<file path="config.mk">
export PLATFORM = sky130hd
export DESIGN_NAME = smc_clock_select
export DESIGN_NICKNAME = d
export VERILOG_FILES = /design/src/rtl/smc_edge_count.v /design/src/rtl/smc_clock_select.v
export VERILOG_INCLUDE_DIRS = /design/src /design/src/rtl
export SDC_FILE = /design/constraint.sdc
export NUM_CORES = 1
export LEC_CHECK = 0
export ABC_AREA = 1
export BUFFER_PORTS_ARGS = -buffer_cell sky130_fd_sc_hd__buf_2
export CORE_ASPECT_RATIO = 1.5
export CORE_MARGIN = 1
export CORE_UTILIZATION = 45
export DETAILED_ROUTE_END_ITERATION = 7
export HOLD_SLACK_MARGIN = 0.03
export PLACE_DENSITY = 0.68
export SLEW_MARGIN = 20
export SYNTH_ARGS = -nofsm -noshare
export SYNTH_HDL_FRONTEND = slang
export SYNTH_SLANG_ARGS = --single-unit
</file>
<file path="constraint.sdc">
create_clock -name core_clk -period 2.1 [get_ports core_clk]
set_input_delay 0 -clock core_clk [delete_from_list [all_inputs] [get_ports core_clk]]
set_output_delay 0 -clock core_clk [all_outputs]
set_load 0.03 [all_outputs]
</file>
<file path="src/rtl/smc_consts.vh">
// Offsets, fields, reset values and timing counts of the clock select block
`ifndef SMC_CONSTS_VH
`define SMC_CONSTS_VH

// ----------------------------------------------------------------
// Register offsets
// ----------------------------------------------------------------
`define SMC_OFS_SLOW_CFG    32'h0ffffe50
`define SMC_OFS_MAIN_OSC    32'h0ffffe54
`define SMC_OFS_STATUS      32'h0ffffe58
`define SMC_OFS_IRQ_ENABLE  32'h0ffffe5c
`define SMC_OFS_IRQ_DISABLE 32'h0ffffe60
`define SMC_OFS_IRQ_MASK    32'h0ffffe64

// ----------------------------------------------------------------
// Slow clock config fields
// ----------------------------------------------------------------
`define SMC_SLOW_RC_EN      0
`define SMC_SLOW_XT_EN      1
`define SMC_SLOW_XT_BYP     2
`define SMC_SLOW_SEL        3
`define SMC_SLOW_CFG_RESET  4'h1

// ----------------------------------------------------------------
// Main oscillator register fields
// ----------------------------------------------------------------
`define SMC_MAIN_XT_EN      0
`define SMC_MAIN_XT_BYP     1
`define SMC_MAIN_RC_EN      3
`define SMC_MAIN_CNT_LO     8
`define SMC_MAIN_CNT_HI     15
`define SMC_MAIN_SEL        24

// ----------------------------------------------------------------
// Status fields
// ----------------------------------------------------------------
`define SMC_ST_XT_STABLE    0
`define SMC_ST_RC_STABLE    1
`define SMC_ST_SEL_DONE     2

// ----------------------------------------------------------------
// Timing
// ----------------------------------------------------------------
`define SMC_XT_PRESCALE     8
`define SMC_RC_STARTUP_NS   10000
`define SMC_CLK_PERIOD_NS   10
`define SMC_RC_STARTUP_CYC  ((`SMC_RC_STARTUP_NS + `SMC_CLK_PERIOD_NS - 1) / `SMC_CLK_PERIOD_NS)
`define SMC_SW_SETTLE       4

`endif

</file>
<file path="src/rtl/smc_edge_count.v">
// Slow clock edge divider and start-up down-counter
`timescale 1ns/1ns
module smc_edge_count #(
    parameter PRESCALE = 8,
    parameter WIDTH    = 8
) (
    // Clock and reset
    input  wire             core_clk,
    input  wire             rst_b,
    // Control
    input  wire             slow_tick,
    input  wire             load,
    input  wire [WIDTH-1:0] load_val,
    input  wire             run,
    // Result
    output reg              done_q
);

    reg [WIDTH-1:0] cnt_q;
    reg [3:0]       pre_q;
    reg             active_q;

    wire pre_wrap = slow_tick && (pre_q == PRESCALE[3:0] - 4'h1);

    always @(posedge core_clk or negedge rst_b) begin
        if (!rst_b) begin
            cnt_q    <= {WIDTH{1'b0}};
            pre_q    <= 4'h0;
            active_q <= 1'b0;
            done_q   <= 1'b0;
        end else if (!run) begin
            active_q <= 1'b0;
            done_q   <= 1'b0;
        end else if (load) begin
            cnt_q    <= load_val;
            pre_q    <= 4'h0;
            active_q <= 1'b1;
            done_q   <= 1'b0;
        end else if (active_q) begin
            if (cnt_q == {WIDTH{1'b0}}) begin
                active_q <= 1'b0;
                done_q   <= 1'b1;
            end else if (slow_tick) begin
                pre_q <= pre_wrap ? 4'h0 : pre_q + 4'h1;
                if (pre_wrap)
                    cnt_q <= cnt_q - {{(WIDTH-1){1'b0}}, 1'b1};
            end
        end
    end

endmodule // smc_edge_count

</file>
<file path="src/rtl/smc_clock_select.v">
// Slow and main clock source selection with status and interrupt
//
// Contract
// - Slow select 0 picks RC, 1 crystal
// - Slow bypass takes external clock from pin
// - Slow RC enable bit drives RC oscillator
// - Slow crystal enable drives crystal oscillator
// - Backup reset gives RC on, rest off
// - Slow config held while backup supply present
// - Main bypass accepts external clock on pin
// - Reset: main RC on, crystal off, RC selected
// - Select without stable forced back to 0 unless the same write sets bypass
// - Clearing main RC enable clears RC stable
// - RC stable raises interrupt when enabled
// - Clearing crystal enable clears crystal stable
// - Enable write loads count, counts slow/8
// - Crystal stable raises interrupt when masked in
// - Glitch-free main switch, done flag reported
// - Wait mode selects main RC
`timescale 1ns/1ns
`include "smc_consts.vh"
module smc_clock_select #(
    parameter CNT_W      = 8,
    parameter RC_STARTUP = `SMC_RC_STARTUP_CYC
) (
    // Clocks and resets
    input  wire        core_clk,
    input  wire        rst_b,
    input  wire        backup_rst_b,
    // Register port
    input  wire [31:0] reg_addr,
    input  wire [31:0] reg_wdata,
    input  wire        reg_wr,
    input  wire        reg_rd,
    output reg  [31:0] reg_rdata,
    // Oscillator pins and strobes
    input  wire        slow_tick,
    input  wire        slow_xtal_input_pin,
    input  wire        main_xtal_input_pin,
    input  wire        wait_mode,
    // Oscillator controls
    output wire        slow_rc_on,
    output wire        slow_xtal_on,
    output wire        slow_use_pin,
    output wire        slow_use_xtal,
    output wire        main_rc_on,
    output wire        main_xtal_on,
    output wire        main_use_pin,
    output wire        main_use_xtal,
    // Status
    output wire        xtal_pin_level,
    output wire        irq
);

    // ----------------------------------------------------------------
    // Slow clock configuration, backup domain
    // ----------------------------------------------------------------
    reg  [3:0] slow_cfg_q;
    wire       wr_slow = reg_wr && (reg_addr == `SMC_OFS_SLOW_CFG);
    wire       wr_main = reg_wr && (reg_addr == `SMC_OFS_MAIN_OSC);
    wire       wr_ier  = reg_wr && (reg_addr == `SMC_OFS_IRQ_ENABLE);
    wire       wr_idr  = reg_wr && (reg_addr == `SMC_OFS_IRQ_DISABLE);

    // Own reset: main resets must not disturb it
    always @(posedge core_clk or negedge backup_rst_b) begin
        if (!backup_rst_b)
            slow_cfg_q <= `SMC_SLOW_CFG_RESET;
        else if (wr_slow)
            slow_cfg_q <= reg_wdata[3:0];
    end

    assign slow_rc_on    = slow_cfg_q[`SMC_SLOW_RC_EN];
    assign slow_xtal_on  = slow_cfg_q[`SMC_SLOW_XT_EN];
    assign slow_use_pin  = slow_cfg_q[`SMC_SLOW_XT_BYP];
    assign slow_use_xtal = slow_cfg_q[`SMC_SLOW_SEL];
    // Bypass hands the slow crystal pin through; main crystal pin otherwise
    assign xtal_pin_level = slow_use_pin ? slow_xtal_input_pin : main_xtal_input_pin;

    // ----------------------------------------------------------------
    // Main oscillator register
    // ----------------------------------------------------------------
    reg             main_rc_en_q;
    reg             main_xt_en_q;
    reg             main_xt_byp_q;
    reg             main_sel_q;
    reg [CNT_W-1:0] main_cnt_q;
    wire            xt_stable;
    wire            sel_req = reg_wdata[`SMC_MAIN_SEL];

    always @(posedge core_clk or negedge rst_b) begin
        if (!rst_b) begin
            main_rc_en_q  <= 1'b1;
            main_xt_en_q  <= 1'b0;
            main_xt_byp_q <= 1'b0;
            main_sel_q    <= 1'b0;
            main_cnt_q    <= {CNT_W{1'b0}};
        end else begin
            if (wr_main) begin
                main_rc_en_q  <= reg_wdata[`SMC_MAIN_RC_EN];
                main_xt_en_q  <= reg_wdata[`SMC_MAIN_XT_EN];
                main_xt_byp_q <= reg_wdata[`SMC_MAIN_XT_BYP];
                main_cnt_q    <= reg_wdata[`SMC_MAIN_CNT_HI:`SMC_MAIN_CNT_LO];
                // Unstable crystal cannot be chosen
                // Stable flag lags a disable by a cycle, so the enable is checked too
                main_sel_q    <= sel_req && ((xt_stable && main_xt_en_q) || reg_wdata[`SMC_MAIN_XT_BYP]);
            end else if (wait_mode) begin
                main_sel_q    <= 1'b0;
            end
        end
    end

    assign main_rc_on   = main_rc_en_q;
    assign main_xtal_on = main_xt_en_q && !main_xt_byp_q;
    assign main_use_pin = main_xt_byp_q;

    // ----------------------------------------------------------------
    // Crystal start-up counter
    // ----------------------------------------------------------------
    wire xt_load = wr_main && reg_wdata[`SMC_MAIN_XT_EN] && !main_xt_en_q;

    smc_edge_count #(
        .PRESCALE (`SMC_XT_PRESCALE),
        .WIDTH    (CNT_W)
    ) u_xt_count (
        .core_clk (core_clk),
        .rst_b    (rst_b),
        .slow_tick(slow_tick),
        .load     (xt_load),
        .load_val (reg_wdata[`SMC_MAIN_CNT_HI:`SMC_MAIN_CNT_LO]),
        .run      (main_xt_en_q || xt_load),
        .done_q   (xt_stable)
    );

    // ----------------------------------------------------------------
    // RC start-up timer
    // ----------------------------------------------------------------
    reg [15:0] rc_cnt_q;
    reg        rc_stable_q;

    always @(posedge core_clk or negedge rst_b) begin
        if (!rst_b) begin
            rc_cnt_q    <= 16'h0;
            rc_stable_q <= 1'b0;
        end else if (!main_rc_en_q) begin
            rc_cnt_q    <= 16'h0;
            rc_stable_q <= 1'b0;
        end else if (rc_cnt_q == RC_STARTUP[15:0] - 16'h1) begin
            rc_stable_q <= 1'b1;
        end else begin
            rc_cnt_q <= rc_cnt_q + 16'h1;
        end
    end

    // ----------------------------------------------------------------
    // Glitch-free switch: gate old source, settle, enable new
    // ----------------------------------------------------------------
    reg       use_xt_q;
    reg       sel_done_q;
    reg [2:0] sw_cnt_q;

    always @(posedge core_clk or negedge rst_b) begin
        if (!rst_b) begin
            use_xt_q   <= 1'b0;
            sel_done_q <= 1'b1;
            sw_cnt_q   <= 3'h0;
        end else if (main_sel_q != use_xt_q) begin
            sel_done_q <= 1'b0;
            if (sw_cnt_q == `SMC_SW_SETTLE - 1) begin
                use_xt_q   <= main_sel_q;
                sel_done_q <= 1'b1;
                sw_cnt_q   <= 3'h0;
            end else begin
                sw_cnt_q <= sw_cnt_q + 3'h1;
            end
        end else begin
            sw_cnt_q <= 3'h0;
        end
    end

    assign main_use_xtal = use_xt_q && (sw_cnt_q == 3'h0);

    // ----------------------------------------------------------------
    // Interrupt mask and output
    // ----------------------------------------------------------------
    reg  [2:0] irq_mask_q;
    wire [2:0] status = {sel_done_q, rc_stable_q, xt_stable};

    always @(posedge core_clk or negedge rst_b) begin
        if (!rst_b)
            irq_mask_q <= 3'h0;
        else if (wr_ier)
            irq_mask_q <= irq_mask_q | reg_wdata[2:0];
        else if (wr_idr)
            irq_mask_q <= irq_mask_q & ~reg_wdata[2:0];
    end

    // Level interrupt, follows status so no clear needed
    assign irq = |(status & irq_mask_q);

    // ----------------------------------------------------------------
    // Read port
    // ----------------------------------------------------------------
    always @(posedge core_clk or negedge rst_b) begin
        if (!rst_b) begin
            reg_rdata <= 32'h0;
        end else if (reg_rd) begin
            case (reg_addr)
                `SMC_OFS_SLOW_CFG:   reg_rdata <= {28'h0, slow_cfg_q};
                `SMC_OFS_MAIN_OSC:   reg_rdata <= {7'h0, main_sel_q, 8'h0, main_cnt_q, 4'h0,
                                                   main_rc_en_q, 1'b0, main_xt_byp_q, main_xt_en_q};
                `SMC_OFS_STATUS:     reg_rdata <= {29'h0, status};
                `SMC_OFS_IRQ_MASK:   reg_rdata <= {29'h0, irq_mask_q};
                default:             reg_rdata <= 32'h0;
            endcase
        end else begin
            reg_rdata <= 32'h0;
        end
    end

endmodule // smc_clock_select

</file>
==> results.json, run 1 <==
{
  "outcome": "complete, no violations",
  "start_util": 0.469,
  "hold_slack_ns": 0.0548,
  "cts_sinks": 68,
  "netSwitchingFraction": 0.221,
  "num_rows": 40,
  "p_leak_nw": 2.40,
  "slew-limit-headroom": 0.583,
  "hold_viol": 0,
  "seqPwrFrac": 0.456,
  "n_fill_cell": 753,
  "cap_violations": 0,
  "vias_per_cell": 4.81,
  "final_common_cell": "nand2_1",
  "intPower_w": 0.00224,
  "ios": 115,
  "syn2layout_area_growth_pct": 23.1,
  "first_iter_violations": 115,
  "timing.final.crit_share": 0.843,
  "critical_path_arrival_ns": 2.03,
  "p_per_area_nw_per_um2": 615,
  "die_x_um": 77.1,
  "place_congestion": 0.894,
  "coreArea_um2": 8110,
  "yosys.area.top_type_share": 0.428,
  "startpoint_type": "register",
  "hpwlAfterDp_um": 6250,
  "grt_max_degree": 40,
  "final_cell_mix": "104 x nand2_1, 76 x buf_2, 65 x dfrtp_1, 62 x inv_1, 55 x nor2_1",
  "p_total_w": 0.00288,
  "post_cts_resize_count": 0,
  "worstMarginPinSlew_ns": 0.626,
  "multi_input_area_um2": 1740,
  "cts_max_level": 3,
  "netlist_area_um2": 3800,
  "synth.area.top_cells": "dfrtp_1 43%, nand2_1 10%, inv_1 6.1%",
  "hold_buffers": 18,
  "wl_um": 8310,
  "drt-pass1-iter-count": 4,
  "clock_latency_ns": 0.33,
  "combPwrFrac": 0.068,
  "antenna_left": 0,
  "io_buffers": 76,
  "postSynthCellCount": 470,
  "yosysUniqueCellTypes": 36,
  "grt_overflow": 0,
  "power_frac_clock": 0.476,
  "rsz0062_at_grt": "false",
  "critPathMaxFanout": 11,
  "grt_usage": 0.206,
  "post_drt_wl_per_cell_um": 12.2,
  "root_buffer": "clkbuf_16",
  "crit_required_ns": 2.37,
  "grt_antenna_before_repair": 0,
  "setup_tns_ns": 0,
  "max-vdd-ir-drop_v": 0.000395,
  "maxSlewViolCount": 0,
  "cts_made_buffers": 9,
  "ys_warn_count": 0,
  "drive_gt1_frac": 0.224,
  "via_count": 3268,
  "synth-seq-cells": 68,
  "crit_type": "register to register",
  "clock.fmax_ghz": 0.565,
  "cts_buffer_depth": 2,
  "yosys.area.top_type": "dfrtp_1",
  "grt_pass1_wl_um": 14100,
  "min_path_type": "input pin to register",
  "first_global_vias": 3196,
  "die_area_um2": 8830,
  "cts_tree": "yes",
  "crit_path_end_kind": "register",
  "drcViolationCount": 0,
  "finalCriticalPeriod_ns": 1.77,
  "register_area_um2": 1710,
  "clock_skew_ns": 0.00599,
  "setup_viol": 0,
  "n_antenna_cell": 0,
  "path_clk_slew_ns": 0.05,
  "avgSynthCellArea_um2": 8.09,
  "post_cts_buffers": 0,
  "yosysSeqAreaShare": 0.449,
  "die_h_um": 115,
  "final_nets": 649,
  "switchingPower_w": 0.000636
}
## layout make-up
| type | count | area share |
|---|---|---|
| Multi-Input combinational cell | 330 | 0.371 |
| Clock buffer | 14 | 0.0564 |
| Sequential cell | 68 | 0.364 |
| Clock inverter | 2 | 0.00214 |
| Inverter | 64 | 0.0513 |
| Timing Repair Buffer | 97 | 0.127 |
| Tap cell | 105 | 0.0281 |
## Yosys cell counts, drive strengths merged
cell / number
nor4: 2
ha: 6
inv: 64
a31oi: 1
dfstp: 3
a21oi: 13
nand3: 35
nand4: 8
mux2: 9
conb: 1
nor3: 11
and3: 1
clkbuf: 1
nor2: 62
buf: 25
nand2: 109
o21ai: 31
xnor2: 1
or2: 1
a21o: 1
dfrtp: 65
o211ai: 10
o22ai: 2
xor2: 8
## power groups by stage
stage	Combinational (W)	Sequential [W]	Clock, W
floorplan	0.000107	0.00133	0
global placement	0.000170	0.00133	0
detailed placement	0.000174	0.00133	0
CTS	0.000199	0.00131	0.00140
global route	0.000218	0.00131	0.00145
finish	0.000197	0.00131	0.00137
## state kept, by name, summed over array words and instances, names as in the netlist, 3 cells and up, named ones only
| signal | flops |
|---|---|
| main_cnt_q | 8 |
| rc_cnt_q | 16 |
| reg_rdata | 13 |
| slow_cfg_q | 4 |
| sw_cnt_q | 3 |
| u_xt_count.cnt_q | 8 |
| u_xt_count.pre_q | 4 |
## worst paths after layout
kind | start | endpoint | slack (ns) | depth (start not counted)
min | reg_addr[2] | register | 0.05 | 3
max reg2reg | main_xt_en_q | main_sel_q | 0.33 | 6
max in group asynchronous | rst_b | sel_done_q | 1.20 | 3
min reg2reg | rc_cnt_q[15] | rc_cnt_q[15] | 0.47 | 1
min in group asynchronous | backup_rst_b | slow_cfg_q[0] | 0.17 | 2
max | main_xt_en_q | main_sel_q | 0.33 | 6
## per-layer routing
metal,track usage,up-vias,wire length [um]
met3,0.0422,17,338
met1,0.230,1507,3360
li1,-,1671,-
met5,0,-,0
met2,0.370,73,4390
met4,0.101,0,221
## metrics by stage
step / instance area [um2] / instances / worst slack, ns / utilization
after floorplan: 3870 / 488 / 0.624 / -
after global placement: 4230 / 646 / 0.446 / 0.521
after detailed placement: 4230 / 646 / 0.400 / 0.521
after CTS: 4680 / 680 / 0.308 / 0.577
after global routing: 4680 / 680 / 0.152 / 0.577
final: 4680 / 680 / 0.330 / 0.577
## worst max-delay path: stages, from the launching register on
cell	delay [ns]
dfrtp_1	0.39
inv_1	0.12
buf_4	0.20
o21ai_0	0.18
nand2_1	0.11
o22ai_1	0.16
dlygate4sd3_1	0.56
## cell families after synthesis
kind of cell / count (synthesis) / synth area share
AO/OA/AOI/OAI: 58 / 0.0921
XOR/XNOR: 9 / 0.0207
adder cells (fa/ha/maj): 6 / 0.0197
buffers and inverters: 90 / 0.113
flip-flops: 68 / 0.449
multiplexers: 9 / 0.0286
other: 1 / 0.000986
AND/OR/NAND/NOR: 229 / 0.276
(Power assumes the default switching activity.)
==> inputs of run 2 (changes only) <==
--- a/config.mk
+++ b/config.mk
@@ -6,14 +6,14 @@
 export SDC_FILE = /design/constraint.sdc
 export NUM_CORES = 1
 export LEC_CHECK = 0
-export ABC_AREA = 1
+export ABC_AREA = 0
 export BUFFER_PORTS_ARGS = -buffer_cell sky130_fd_sc_hd__buf_2
 export CORE_ASPECT_RATIO = 1.5
 export CORE_MARGIN = 1
 export CORE_UTILIZATION = 45
 export DETAILED_ROUTE_END_ITERATION = 7
 export HOLD_SLACK_MARGIN = 0.03
-export PLACE_DENSITY = 0.68
+export PLACE_DENSITY = 0.69
 export SLEW_MARGIN = 20
 export SYNTH_ARGS = -nofsm -noshare
 export SYNTH_HDL_FRONTEND = slang
==> constraint.sdc (replaced) <==
create_clock -name core_clk -period 1.7 [get_ports core_clk]
set_input_delay 0 -clock core_clk [delete_from_list [all_inputs] [get_ports core_clk]]
set_output_delay 0 -clock core_clk [all_outputs]
set_load 0.03 [all_outputs]
==> results.json, run 2 <==
{
  "synth.top_cells.by_count": "65 x dfrtp_1, 22 x and2_1, 22 x nand2_1",
  "intPower_w": 0.00270,
  "critPathMaxFanout": 9,
  "cts_made_buffers": 9,
  "grt_usage": 0.204,
  "finalCriticalPeriod_ns": 1.60,
  "seqPwrFrac": 0.461,
  "max_stage_delay_ns": 0.43,
  "cts_sinks": 68,
  "synth_edf_count": 0,
  "vias_per_cell": 5.12,
  "yosysUniqueCellTypes": 47,
  "antenna_left": 0,
  "via_count": 2828,
  "p_per_area_nw_per_um2": 771,
  "max-vdd-ir-drop_v": 0.000606,
  "hold_viol": 0,
  "fin_util": 0.599,
  "num_rows": 39,
  "critical_path_arrival_ns": 1.80,
  "root_buffer": "clkbuf_16",
  "min_path_type": "input pin to register",
  "yosys.area.top_type": "dfrtp_1",
  "avgSynthCellArea_um2": 10.7,
  "netSwitchingFraction": 0.233,
  "drcViolationCount": 0,
  "crit_required_ns": 1.90,
  "ios": 115,
  "synth.area.top_cells": "dfrtp_1 46%, buf_4 4.0%, and2_1 3.9%",
  "io_buffers": 76,
  "setup_viol": 0,
  "largest_reg_flops": 16,
  "power_frac_clock": 0.470,
  "whs_path_depth": 4,
  "crit_type": "register to register",
  "grt_antenna_before_repair": 0,
  "rsz0062_at_grt": "true",
  "grt_overflow": 0,
  "outcome": "complete, no violations",
  "path_cells": "nor4_4 -> a31oi_2 -> buf_4 -> nand4_1 -> xor2_1 -> a21oi_1",
  "grt_pass1_wl_um": 12700,
  "combPwrFrac": 0.069,
  "n_fill_cell": 660,
  "holdPathEnd": "reg_rdata[2]",
  "die_h_um": 111,
  "register_area_um2": 1710,
  "cts_max_level": 3,
  "first_global_vias": 2739,
  "grt_max_degree": 31,
  "first_iter_violations": 128,
  "wl_um": 7530,
  "hold_start": "reg_addr[2]",
  "yosys.area.top_type_share": 0.460,
  "clock_skew_ns": 0.00453,
  "n_antenna_cell": 0,
  "cp_slowest_cell": "dfrtp_1",
  "netlist_area_um2": 3540,
  "clock.fmax_ghz": 0.626,
  "switchingPower_w": 0.000819,
  "clock_latency_ns": 0.33,
  "drt-pass1-iter-count": 6,
  "regMostFlops": "rc_cnt_q",
  "synth.most_common_cell": "dfrtp_1",
  "synth-seq-cells": 68,
  "cts_tree": "yes",
  "yosysSeqAreaShare": 0.482,
  "cap_violations": 0,
  "r2r_cells": 6,
  "die_x_um": 74.4,
  "post_drt_wl_per_cell_um": 13.6,
  "hpwlAfterDp_um": 5500,
  "crit_path_end_kind": "register",
  "final_nets": 524,
  "r2r_setup_slack_ns": 0.10,
  "place_congestion": 0.864,
  "cts_buffer_depth": 2,
  "start_util": 0.465,
  "syn2layout_area_growth_pct": 28.9,
  "die_area_um2": 8230,
  "worstMarginPinSlew_ns": 0.612,
  "synthArstFlopShare": 1.00,
  "postSynthCellCount": 330,
  "reg2reg_to": "u_xt_count.cnt_q[6]",
  "ys.flop_type": "dfrtp_1",
  "worstReg2RegStart": "u_xt_count.cnt_q[5]",
  "p_leak_nw": 2.32,
  "path_clk_slew_ns": 0.06,
  "multi_input_area_um2": 1710,
  "hold_slack_ns": 0.146,
  "top_regs": "rc_cnt_q (16), reg_rdata (13)",
  "maxSlewViolCount": 0,
  "drive_gt1_frac": 0.311,
  "slew-limit-headroom": 0.592,
  "final_common_cell": "buf_2",
  "startpoint_type": "register",
  "ys_warn_count": 0,
  "timing.final.crit_share": 0.939,
  "final_cell_mix": "76 x buf_2, 65 x dfrtp_1, 22 x nand2_1, 22 x and2_1, 20 x nor2_1",
  "coreArea_um2": 7610
}
-- run 2: changes by cell type in the layout (fill, tap and decap cells not counted), sizes merged, moves of 22 or more --
cell and change:
and2 +22, inv -57, nand2 -87, nand3 -24, nor2 -42, o21ai -27
-- run 2: how the worst max path moves through the flow --
stage | endpoint | cells past startpoint | slack (ns) | start
after floorplan | u_xt_count.cnt_q[0] | 6 | 0.03 | u_xt_count.cnt_q[0]
after global placement | register | 6 | 0.06 | reg_addr[30]
after detailed placement | main_cnt_q[4] | 6 | 0.02 | reg_addr[28]
after CTS | u_xt_count.cnt_q[6] | 6 | 0.09 | u_xt_count.cnt_q[5]
after global routing | u_xt_count.pre_q[3] | 6 | -0.03 | u_xt_count.cnt_q[5]
final | u_xt_count.cnt_q[6] | 6 | 0.10 | u_xt_count.cnt_q[5]
-- run 2: metal layers --
| layer | track usage | share of wire | up-vias | routed length, um |
|---|---|---|---|---|
| met2 | 0.332 | 0.51 | 77 | 3870 |
| li1 | - | - | 1376 | - |
| met3 | 0.0511 | 0.040 | 12 | 300 |
| met4 | 0.0868 | 0.022 | 0 | 162 |
| met5 | 0 | 0 | - | 0 |
| met1 | 0.251 | 0.42 | 1363 | 3200 |
-- run 2: repair_timing --
item                                    in CTS  in global routing
endpoints found under the setup margin       0                  9
hold endpoints to repair                    54                  0
setup buffers                                0                  1
hold buffers                                19                  0
resized for setup                            0                  4
-- run 2: kinds of logic after synthesis --
| logic type | share of synthesized area |
|---|---|
| buffers and inverters | 0.0605 |
| muxes | 0.0923 |
| AOI/OAI and AO/OA | 0.0683 |
| and+or+nand+nor | 0.230 |
| adders and majority gates | 0.0212 |
| DFF | 0.482 |
| other | 0.00106 |
| xor gates and xnor gates | 0.0446 |
-- run 2: final cells by class --
class	instances	area share
Multi-Input combinational cell	245	0.376
Clock inverter	4	0.00576
Timing Repair Buffer	114	0.159
Tap cell	102	0.0280
Clock buffer	12	0.0519
Inverter	7	0.00576
Sequential cell	68	0.374
-- run 2: critical path, delay by kind of cell, from the launching register on --
family / cells / cell delay (ns)
simple gates: 2 / 0.48
compound gates: 2 / 0.23
buf+inv: 1 / 0.18
flops: 1 / 0.43
xor+xnor: 1 / 0.15
-- run 2: through the flow --
step	worst slack (ns)	total power, W	cells	area, um2	setup TNS (ns)
floorplan	0.0349	0.00177	348	3610	0
global placement	0.0555	0.00186	516	4080	0
detailed placement	0.0225	0.00186	516	4080	0
CTS	0.0856	0.00354	551	4530	0
global route	-0.0279	0.00365	552	4560	-0.0367
finish	0.103	0.00352	552	4560	0
-- run 2: power groups by stage --
stage	logic, W	clock network (W)	registers [W]
after floorplan	0.000122	0	0.00165
after global placement	0.000210	0	0.00165
after detailed placement	0.000215	0	0.00165
after CTS	0.000246	0.00168	0.00162
after global routing	0.000268	0.00176	0.00162
final	0.000244	0.00165	0.00162
==> inputs of run 3 (changes only) <==
--- a/config.mk
+++ b/config.mk
@@ -13,6 +13,7 @@
 export CORE_UTILIZATION = 45
 export DETAILED_ROUTE_END_ITERATION = 7
 export HOLD_SLACK_MARGIN = 0.03
+export MAX_ROUTING_LAYER = met4
 export PLACE_DENSITY = 0.69
 export SLEW_MARGIN = 20
 export SYNTH_ARGS = -nofsm -noshare
==> results.json, run 3 (synthesis results as in run 2) <==
{
  "outcome": "complete, no violations",
  "drt-pass1-iter-count": 4,
  "setup_viol": 0,
  "critical_path_arrival_ns": 1.80,
  "hold_viol": 0,
  "crit_required_ns": 1.90,
  "path_clk_slew_ns": 0.05,
  "combPwrFrac": 0.069,
  "final_area_um2": 4560,
  "coreArea_um2": 7610,
  "cts_max_level": 3,
  "first_iter_violations": 135,
  "place_congestion": 0.877,
  "min_path_type": "input pin to register",
  "slew-limit-headroom": 0.600,
  "power_frac_clock": 0.470,
  "vias_per_cell": 5.12,
  "hpwlAfterDp_um": 5500,
  "start_util": 0.465,
  "syn2layout_area_growth_pct": 28.9,
  "die_x_um": 74.4,
  "intPower_w": 0.00270,
  "grt_usage": 0.209,
  "p_total_w": 0.00352,
  "whs_path_depth": 4,
  "ios": 115,
  "antenna_left": 0,
  "first_global_vias": 2731,
  "netSwitchingFraction": 0.233,
  "final_common_cell": "buf_2",
  "cts_buffer_depth": 2,
  "die_h_um": 111,
  "final_cell_mix": "76 x buf_2, 65 x dfrtp_1, 22 x nand2_1, 22 x and2_1, 20 x nor2_1",
  "critPathMaxFanout": 9,
  "max-vdd-ir-drop_v": 0.000606,
  "cts_sinks": 68,
  "crit_path_end_kind": "register",
  "regMostFlops": "rc_cnt_q",
  "timing.final.crit_share": 0.940,
  "cts_made_buffers": 9,
  "largest_reg_flops": 16,
  "drive_gt1_frac": 0.311,
  "num_rows": 39,
  "wl_um": 7530,
  "clock_latency_ns": 0.33,
  "io_buffers": 76,
  "top_regs": "rc_cnt_q (16), reg_rdata (13)",
  "p_leak_nw": 2.32,
  "n_antenna_cell": 0,
  "rsz0062_at_grt": "true",
  "root_buffer": "clkbuf_16",
  "maxSlewViolCount": 0,
  "via_count": 2828,
  "place_area_um2": 4080,
  "clock.fmax_ghz": 0.626,
  "grt_pass1_wl_um": 12700,
  "seqPwrFrac": 0.461,
  "drcViolationCount": 0,
  "crit_type": "register to register",
  "cts_tree": "yes",
  "final_nets": 524,
  "grt_overflow": 0,
  "grt_max_degree": 31,
  "post_drt_wl_per_cell_um": 13.6,
  "cap_violations": 0,
  "worstMarginPinSlew_ns": 0.600,
  "switchingPower_w": 0.000818,
  "r2r_cells": 6,
  "clock_skew_ns": 0.00383,
  "startpoint_type": "register",
  "grt_antenna_before_repair": 0,
  "finalCriticalPeriod_ns": 1.60,
  "p_per_area_nw_per_um2": 771,
  "die_area_um2": 8230
}
## run 3: cell counts in the layout (fill, tap and decap cells not counted)
Identical to the previous run, type by type.
## run 3: metal layers
| metal | GRT usage | vias to the layer above | share of wire |
|---|---|---|---|
| met5 | - | - | 0 |
| met4 | 0.0868 | 0 | 0.022 |
| met2 | 0.331 | 75 | 0.51 |
| met1 | 0.251 | 1369 | 0.43 |
| met3 | 0.0511 | 12 | 0.039 |
| li1 | - | 1372 | - |
## run 3: repair_timing
action / 4_1_cts / 5_1_grt
resized for setup: 0 / 4
hold endpoints to repair: 54 / 0
hold buffers: 19 / 0
setup endpoints to repair: 0 / 9
buffers inserted: 0 / 1
## run 3: worst paths after layout
kind | to | slack [ns] | from
worst max-delay path | u_xt_count.cnt_q[6] | 0.10 | u_xt_count.cnt_q[5]
worst min-delay path | reg_rdata[2] | 0.15 | reg_addr[2]
worst max register to register | u_xt_count.cnt_q[6] | 0.10 | u_xt_count.cnt_q[5]
worst min register to register | sw_cnt_q[0] | 0.48 | sw_cnt_q[0]
max in group asynchronous | sel_done_q | 0.80 | rst_b
min in group asynchronous | slow_cfg_q[0] | 0.17 | backup_rst_b
## run 3: critical path: stages, from the launching register on
cell     delay (ns)
dfrtp_1        0.43
nor4_4         0.36
a31oi_2        0.14
buf_4          0.18
nand4_1        0.12
xor2_1         0.15
a21oi_1        0.09
## run 3: power groups by stage
stage | combinational [W] | clock [W] | sequential (W)
global route | 0.000268 | 0.00176 | 0.00162
finish | 0.000244 | 0.00165 | 0.00162
global placement | 0.000210 | 0 | 0.00165
floorplan | 0.000122 | 0 | 0.00165
CTS | 0.000246 | 0.00168 | 0.00162
detailed placement | 0.000215 | 0 | 0.00165
## run 3: cell type report
type                            count  area (um2)
Timing Repair Buffer              114         726
Clock buffer                       12         236
Sequential cell                    68        1710
Inverter                            7        26.3
Clock inverter                      4        26.3
Tap cell                          102         128
Fill cell                         660        3050
Multi-Input combinational cell    245        1710
## run 3: per-stage QoR
stage               setup WS (ns)  setup TNS, ns  hold WS (ns)   util  cells
floorplan                  0.0349              0        -0.296      -    348
global placement           0.0555              0        -0.193  0.536    516
detailed placement         0.0225              0        -0.189  0.536    516
CTS                        0.0856              0         0.133  0.595    551
global route              -0.0279        -0.0367         0.181  0.599    552
finish                      0.103              0         0.151  0.599    552
